`src/rtl/core_regs_map.vh`:
```
`ifndef CORE_REGS_MAP_VH
`define CORE_REGS_MAP_VH
// Special function register addresses.
`define STATUS_WORD_ADDR   8'hD0
`define MAIN_OPERAND_ADDR  8'hE0
`define SCRATCH_B_ADDR     8'hF0
// Status word field positions.
`define CARRY_BIT          7
`define NIBBLE_CARRY_BIT   6
`define USER_FLAG_ZERO_BIT 5
`define BANK_SEL_HI        4
`define BANK_SEL_LO        3
`define OVERFLOW_BIT       2
`define USER_FLAG_ONE_BIT  1
`define PARITY_BIT         0
// Reset values.
`define STATUS_WORD_RESET  8'h00
`define MAIN_OPERAND_RESET 8'h00
`define SCRATCH_B_RESET    8'h00
`define WORK_REG_RESET     8'h00
// Working register window in DATA space.
`define WORK_REG_TOP       8'h1F
`endif

```
`src/rtl/cpu_core_register_set.v`:
```
// How it works
// - Four banks of eight bytes occupy DATA addresses 0x00 to 0x1F.
// - Status bits 4:3 select which bank bank relative accesses use; DATA port accesses ignore them.
// - Bit 7 set on add carry or subtract borrow, else cleared by arithmetic.
// - Bit 6 set on carry into or borrow from high nibble, else cleared.
// - Bit 2 set on arithmetic or multiply/divide overflow, independent of carry, else cleared.
// - Bit 0 shows odd parity of the main operand register.
// - Bits 5 and 1 are user flags, never changed by hardware.
// - Status word sits at special address 0xD0, bit addressable, resets zero.
// - Main operand register at 0xE0 resets to zero, used by most instructions.
// - B supplies second multiply/divide operand, otherwise plain scratch byte.
// - B register sits at special address 0xF0, resets to zero.
`timescale 1ns/10ps
`default_nettype none
`include "core_regs_map.vh"
module cpu_core_register_set
#(
    parameter WORK_REG_COUNT = 32
)
(
    // Clock and reset.
    input  wire       core_clk_in,
    input  wire       rst_n_in,
    // Special function space port, byte or bit write.
    input  wire       spc_wr_in,
    input  wire       spc_bit_wr_in,
    input  wire [2:0] spc_bit_sel_in,
    input  wire [7:0] spc_addr_in,
    input  wire [7:0] spc_wdata_in,
    output reg  [7:0] spc_rdata_out,
    // Working register port in DATA space.
    input  wire       data_wr_in,
    input  wire [7:0] data_addr_in,
    input  wire [7:0] data_wdata_in,
    output reg  [7:0] data_rdata_out,
    // Bank relative working register port.
    input  wire       bank_wr_in,
    input  wire [2:0] bank_reg_in,
    input  wire [7:0] bank_wdata_in,
    output reg  [7:0] bank_rdata_out,
    // Result write from the execution unit.
    input  wire       opnd_load_in,
    input  wire [7:0] opnd_result_in,
    input  wire       arith_done_in,
    input  wire       carry_in,
    input  wire       nibble_carry_in,
    input  wire       overflow_in,
    // Operands and state for the execution unit.
    output reg  [7:0] main_operand_out,
    output reg  [7:0] second_operand_out,
    output reg  [7:0] program_status_word_out,
    output reg  [1:0] bank_select_out
);

    ////////////////////////////////////////////////////////////////////////
    // Storage.
    reg  [7:0] bank_working_regs [0:WORK_REG_COUNT-1];
    reg  [7:0] status_word_reg;
    reg  [7:0] arith_operand_reg;
    reg  [7:0] scratch_b_reg;

    // Next values.
    reg  [7:0] next_opnd;
    reg  [7:0] next_status;
    reg  [7:0] next_b;
    reg  [7:0] next_spc_rdata;
    reg  [7:0] next_data_rdata;
    reg  [7:0] next_bank_rdata;

    // Decoded requests.
    wire       opnd_byte_hit;
    wire       opnd_bit_hit;
    wire       status_byte_hit;
    wire       status_bit_hit;
    wire       b_byte_hit;
    wire       b_bit_hit;
    wire       data_hit;
    wire       data_write;
    wire       bank_write;
    wire [4:0] data_index;
    wire [4:0] bank_index;
    integer    i;

    ////////////////////////////////////////////////////////////////////////
    // Decides whether a request addresses one special register.
    function addr_match;
        input [7:0] addr;
        input [7:0] target;
        begin
            addr_match = (addr == target);
        end
    endfunction

    // Applies a byte write or a single bit write to a register value.
    function [7:0] apply_write;
        input [7:0] old;
        input       byte_wr;
        input       bit_wr;
        input [2:0] sel;
        input [7:0] wdata;
        begin
            apply_write = old;
            if (byte_wr)
                apply_write = wdata;
            else if (bit_wr)
                apply_write[sel] = wdata[0];
        end
    endfunction

    ////////////////////////////////////////////////////////////////////////
    // Address decoding.
    assign opnd_byte_hit   = spc_wr_in && addr_match(spc_addr_in, `MAIN_OPERAND_ADDR);
    assign opnd_bit_hit    = spc_bit_wr_in && addr_match(spc_addr_in, `MAIN_OPERAND_ADDR);
    assign status_byte_hit = spc_wr_in && addr_match(spc_addr_in, `STATUS_WORD_ADDR);
    assign status_bit_hit  = spc_bit_wr_in && addr_match(spc_addr_in, `STATUS_WORD_ADDR);
    assign b_byte_hit      = spc_wr_in && addr_match(spc_addr_in, `SCRATCH_B_ADDR);
    assign b_bit_hit       = spc_bit_wr_in && addr_match(spc_addr_in, `SCRATCH_B_ADDR);

    // Working register window and bank relative index.
    assign data_hit   = (data_addr_in <= `WORK_REG_TOP);
    assign data_index = data_addr_in[4:0];
    assign bank_index = {status_word_reg[`BANK_SEL_HI:`BANK_SEL_LO], bank_reg_in};
    assign data_write = data_wr_in && data_hit;
    assign bank_write = bank_wr_in && !data_write;

    ////////////////////////////////////////////////////////////////////////
    // Main operand register; special space writes win over results.
    always @*
    begin
        next_opnd = arith_operand_reg;
        if (opnd_byte_hit || opnd_bit_hit)
            next_opnd = apply_write(arith_operand_reg, opnd_byte_hit, opnd_bit_hit,
                                    spc_bit_sel_in, spc_wdata_in);
        else if (opnd_load_in)
            next_opnd = opnd_result_in;
    end

    // Scratch byte, also the second operand of multiply and divide.
    always @*
    begin
        next_b = apply_write(scratch_b_reg, b_byte_hit, b_bit_hit,
                             spc_bit_sel_in, spc_wdata_in);
    end

    // Status word; software writes win over arithmetic flag updates.
    always @*
    begin
        next_status = status_word_reg;
        if (arith_done_in)
        begin
            next_status[`CARRY_BIT]        = carry_in;
            next_status[`NIBBLE_CARRY_BIT] = nibble_carry_in;
            next_status[`OVERFLOW_BIT]     = overflow_in;
        end
        next_status = apply_write(next_status, status_byte_hit, status_bit_hit,
                                  spc_bit_sel_in, spc_wdata_in);
        next_status[`PARITY_BIT] = ^next_opnd;
    end

    ////////////////////////////////////////////////////////////////////////
    // Read paths, taken from the state before any same edge write.
    always @*
    begin
        case (spc_addr_in)
            `STATUS_WORD_ADDR:  next_spc_rdata = status_word_reg;
            `MAIN_OPERAND_ADDR: next_spc_rdata = arith_operand_reg;
            `SCRATCH_B_ADDR:    next_spc_rdata = scratch_b_reg;
            default:            next_spc_rdata = 8'h00;
        endcase
    end

    always @*
    begin
        next_data_rdata = 8'h00;
        if (data_hit)
            next_data_rdata = bank_working_regs[data_index];
        next_bank_rdata = bank_working_regs[bank_index];
    end

    ////////////////////////////////////////////////////////////////////////
    // Architectural registers.
    always @(posedge core_clk_in)
    begin
        if (!rst_n_in)
        begin
            arith_operand_reg <= `MAIN_OPERAND_RESET;
            status_word_reg   <= `STATUS_WORD_RESET;
            scratch_b_reg     <= `SCRATCH_B_RESET;
        end
        else
        begin
            arith_operand_reg <= next_opnd;
            status_word_reg   <= next_status;
            scratch_b_reg     <= next_b;
        end
    end

    ////////////////////////////////////////////////////////////////////////
    // Output flip-flops.
    always @(posedge core_clk_in)
    begin
        if (!rst_n_in)
        begin
            main_operand_out        <= `MAIN_OPERAND_RESET;
            second_operand_out      <= `SCRATCH_B_RESET;
            program_status_word_out <= `STATUS_WORD_RESET;
            bank_select_out         <= 2'h0;
            spc_rdata_out           <= 8'h00;
            data_rdata_out          <= 8'h00;
            bank_rdata_out          <= 8'h00;
        end
        else
        begin
            main_operand_out        <= next_opnd;
            second_operand_out      <= next_b;
            program_status_word_out <= next_status;
            bank_select_out         <= next_status[`BANK_SEL_HI:`BANK_SEL_LO];
            spc_rdata_out           <= next_spc_rdata;
            data_rdata_out          <= next_data_rdata;
            bank_rdata_out          <= next_bank_rdata;
        end
    end

    ////////////////////////////////////////////////////////////////////////
    // Working registers; a DATA space write wins over a bank write.
    always @(posedge core_clk_in)
    begin
        if (!rst_n_in)
        begin
            for (i = 0; i < WORK_REG_COUNT; i = i + 1)
                bank_working_regs[i] <= `WORK_REG_RESET;
        end
        else if (data_write)
        begin
            bank_working_regs[data_index] <= data_wdata_in;
        end
        else if (bank_write)
        begin
            bank_working_regs[bank_index] <= bank_wdata_in;
        end
    end

endmodule
`default_nettype wire

```
`config.mk`:
```
export PLATFORM = sky130hd
export DESIGN_NAME = cpu_core_register_set
export DESIGN_NICKNAME = d
export VERILOG_FILES = /design/src/rtl/cpu_core_register_set.v
export VERILOG_INCLUDE_DIRS = /design/src /design/src/rtl
export SDC_FILE = /design/constraint.sdc
export NUM_CORES = 1
export LEC_CHECK = 0
export BUFFER_PORTS_ARGS = -buffer_cell sky130_fd_sc_hd__buf_4
export CAP_MARGIN = 40
export CORE_MARGIN = 2
export CORE_UTILIZATION = 46
export CTS_CLUSTER_DIAMETER = 200
export CTS_CLUSTER_SIZE = 12
export DETAILED_ROUTE_END_ITERATION = 6
export SYNTH_ARGS = -nofsm -noshare
export SYNTH_HDL_FRONTEND = slang
export SYNTH_SLANG_ARGS = --single-unit
export TNS_END_PERCENT = 50
```
`constraint.sdc`:
```
create_clock -name core_clk_in -period 6.2 [get_ports core_clk_in]
set_input_delay 1.24 -clock core_clk_in [delete_from_list [all_inputs] [get_ports core_clk_in]]
set_output_delay 1.24 -clock core_clk_in [all_outputs]
set_load 0.01 [all_outputs]
```
Word level (Yosys, flattened, before mapping)
Memory sizes are Yosys's and may differ from the RTL's. A register that Yosys moved wholly into a read port is not among the register bits.
Index checks and enable logic that the tools add are counted.
Widths: inputs -> output; s select.
Cells by class
  magnitude comparators: 3
  muxes and demuxes: 30
  equality and inequality tests: 3
  reduce and logical (&&, ||, !) cells: 19
Operators with widths (number)
  $mux 8: 10
  $bwmux 8: 3
  $eq 8x8->1 const B: 3
  $pmux 8 s3: 1
  $reduce_or 8->1: 2
  $mux 1: 12
  $mux 5: 2
  $logic_and 1x1->1: 9
  $le 8x5->1 const B: 1
  $reduce_xor 8->1: 1
  $lt 3x4->1 const B: 1
  $reduce_bool 2->1: 2
  $demux 1 s3: 1
  $ge 3x1->1 const B: 1
  $logic_not 1->1: 3
  $mux 2: 1
  $reduce_and 2->1: 1
  $logic_or 1x1->1: 1
Word-level totals
  logic and storage cells: 62
  register bits after elaboration: 34
  output and inout bits: 50
  memories kept: 1
  RAM bits: 256
  bits of input ports: 65
Memories
  bank_working_regs: depth 32, width 8, rd ports 2, clocked after Yosys merged registers in 2, write ports 32, RTL line cpu_core_register_set.v:57  | reg [7:0] bank_working_regs [0:WORK_REG_COUNT-1];

Depth between registers and ports, before layout
  depth after elaboration: 10
  depth in mapped cells: 10
  gate-level depth less buffers: 8

Least setup slack after synthesis
OpenSTA, ideal clock, no wires.
  path kind: in2reg
  from: in bank_reg_in[0]
  to: reg bank_rdata_out[3] (read register of bank_working_regs)
  path slack: 2.923 ns
  arrival time: 3.149 ns
  path buffers: 3
  data required time: 6.072 ns
  library setup time: 0.128 ns
  stages on the path: 7
  cells stage by stage: clkbuf_1 buf_2 buf_2 mux4_2 mux4_2 mux2i_1 nor2_1
RTL lines
  from (decl): RTL line cpu_core_register_set.v:38  | input wire [2:0] bank_reg_in,
  to (decl): RTL line cpu_core_register_set.v:40  | output reg [7:0] bank_rdata_out,

==> run_results.csv <==
group,metric,value,unit
power,p_per_area,257,nW/um2
critical_path,reg2reg_slack,3830,ps
placement,hpwl,33.4,mm
floorplanning,die_h,188,um
power,p_leak,6.36,nW
logic_synthesis,synth_edf_count,256,
placement,dp.cells,1649,
critical_path,critPathSlowestCell,"a21oi_1",
final_layout,layout.cells.non_filler,1704,
global_routing,grt_overflow,0,
routing,first_iter_violations,1299,
run,maxCapViolations,0,
global_routing,grt_pass1_vias,10600,
critical_path,cp_max_fo,20,
final_layout,drive_above_1_share,29.5,%
routing,detail_route.wl_per_cell,27.9,um
sta,fmax,0.261,GHz
logic_synthesis,netlist.area_leader.share,49.3,%
sta,rsz0062_at_grt,"no",
clocking,clock_sinks,304,
sta,worst_pin_slew,931,ps
critical_path,worstPathCellList,"buf_4 -> nor3_1 -> nand2_1 -> nand3_2 -> buf_4 -> nand3b_1 -> a21oi_1 -> buf_4 -> nand2_1 -> nand2_1",
outcome,status,"finished, violations left",
placement,portBuffers,114,
logic_synthesis,syn-num-nets,1211,
final_layout,areaGrowthSynthToFinish,14.8,%
logic_synthesis,ys_warn_count,0,
logic_synthesis,syn_avg_cell_area,13.6,um2
clocking,cts_max_path_buffers,3,
critical_path,required,6420,ps
logic_synthesis,syn_area,15600,um2
global_routing,antenna_found_initial,1,
sta,min_period_over_period,61.8,%
routing,viasPerCell,6.29,
floorplanning,die_area,35400,um2
routing,first_pass_iters,7,
logic_synthesis,yosys_most_used_dff,"edfxtp_1",
sta,fin_worst_skew,19.0,ps
critical_path,crit_type,"in -> reg",
routing,wirelength,47.5,mm
final_layout,final_nets,1297,
floorplanning,initial_utilization,46.6,%
clocking,ctsResizeCount,0,
clocking,clk_pin_slew,60,ps
clocking,cts_setup_buffers,0,
floorplanning,rows,67,
floorplanning,io_pins,115,
sta,setup_viol,0,
logic_synthesis,yosysTopAreaCell,"edfxtp_1",
logic_synthesis,yosys-top-cells-count,"nor2_1, edfxtp_1, mux4_2",
floorplanning,fp.dieW,188,um
clocking,cts_root_buf,"clkbuf_16",
outcome,violations,"design-rule violations",
sta,drv_slew,0,
routing,drc_errors,2,
logic_synthesis,ys_async_sr_fraction,0,%
power,peakVddDrop,0.216,mV
sta,setup_tns,0,ps
logic_synthesis,synth_cells,1146,
sta,hold_viol,0,
hold_path,worstHoldPathType,"reg -> reg",
logic_synthesis,synthTopCellsByArea,"edfxtp_1, mux4_2, nor2_1",
logic_synthesis,ys_seq_area_share,55.5,%
critical_path,end_kind,"flop",
sta,min_period,3830,ps
routing,num_vias,10700,
clocking,cts-hold-fix-buffers,0,
global_routing,grt_util_all_layers,27.3,%
clocking,cts_buffers,29,
logic_synthesis,yosys.cell_count.top_type,"nor2_1",
placement,gp_congestion,0.887,
global_routing,grt_pass1_wl,70.7,mm
clocking,htree_levels,1,
global_routing,grt_max_degree,51,
critical_path,cp-start-kind,"primary input",
routing,ant_nets,0,
floorplanning,core-area,33400,um2
clocking,clock_latency,570,ps
critical_path,cp_slowest_stage_delay,760,ps
clocking,cts_tree,"built",
sta,max_slew_margin,37.9,%
logic_synthesis,synth_cell_types,59,
critical_path,cp_data_arrival_time,4050,ps
logic_synthesis,synth-seq-cells,304,
-- area by class of cell --
class	instances	area, um2
clock inverters	2	17.5
diodes	1	2.50
inverters	12	45.0
repair buffers	146	1170
clock buffers	52	812
fillers	2757	15600
multi-input cells	739	6630
well taps	448	561
flip-flops and latches	304	8650
-- worst max-delay path: cells and delay by family --
family                 cells  cell delay, ps
AOI/OAI and AO/OA          1             760
buffers and inverters      3             810
and+or+nand+nor            6            1230
-- stage by stage --
| stage | util (%) | instance area [um2] | total power [mW] | setup slack (ps) | hold slack, ps |
|---|---|---|---|---|---|
| floorplan | - | 15600 | 2.73 | 2920 | 476 |
| detailed placement | 51.0 | 17100 | 3.00 | 1880 | 455 |
| finish | 53.5 | 17900 | 4.60 | 2370 | 467 |
| CTS | 53.5 | 17900 | 4.61 | 2440 | 464 |
| global route | 53.5 | 17900 | 4.73 | 2180 | 476 |
| global placement | 50.6 | 16900 | 2.98 | 1840 | 455 |
-- cells in the final DEF, fill, tap and decap left out, drive strengths merged, types with 3 or more instances in the layout --
cell	count
nor2	298
edfxtp	256
mux4	160
buf	145
nand2	96
clkbuf	52
dfxtp	48
mux2i	37
a21oi	25
o21ai	15
a22oi	14
inv	13
nor3	9
nand3	8
mux2	8
nor2b	6
nand3b	5
and3	5
o41ai	4
nand4	4
and2	4
o221a	4
nor3b	4
xnor2	3
-- path summary, 6_finish.rpt --
| check | endpoint | depth (start not counted) | startpoint |
|---|---|---|---|
| setup / recovery | bank_working_regs[14][5]$_SDFFCE_PN0P_ | 10 | data_addr_in[7] |
| hold / removal | second_operand_out[6]$_SDFFE_PN0P_ | 2 | second_operand_out[6]$_SDFFE_PN0P_ |
| setup reg to reg | bank_working_regs[30][6]$_SDFFCE_PN0P_ | 4 | program_status_word_out[4]$_SDFFE_PN0P_ |
| hold reg to reg | second_operand_out[6]$_SDFFE_PN0P_ | 2 | second_operand_out[6]$_SDFFE_PN0P_ |
-- cells by family (layout without fill, tap and decap cells) --
| logic type | Yosys count | after routing | synth area share (%) |
|---|---|---|---|
| xor+xnor | 5 | 5 | 0.369 |
| simple gates | 446 | 446 | 11.7 |
| compound gates | 83 | 83 | 3.69 |
| mux | 205 | 205 | 26.1 |
| buf+inv | 103 | 212 | 2.67 |
| flops | 304 | 304 | 55.5 |
| other cells | 0 | 1 | 0 |
-- flip-flops by register name, summed over array words and instances, names as in the netlist --
register                 cells
bank_rdata_out               8
main_operand_out             8
bank_working_regs          256
data_rdata_out               8
program_status_word_out      8
spc_rdata_out                8
second_operand_out           8
-- per-layer routing --
| layer | track usage, % | part of all wire, % |
|---|---|---|
| met4 | 7.81 | 3.0 |
| met2 | 43.8 | 47 |
| met5 | 0 | 0 |
| met3 | 5.13 | 11 |
| met1 | 38.4 | 39 |
-- power by group --
part	internal, mW	switching [mW]	leakage, nW
sequential	2.30	0.0581	2.98
combinational	0.265	0.341	2.98
clock	0.880	0.759	0.394
Power figures use the tool's default switching activity.
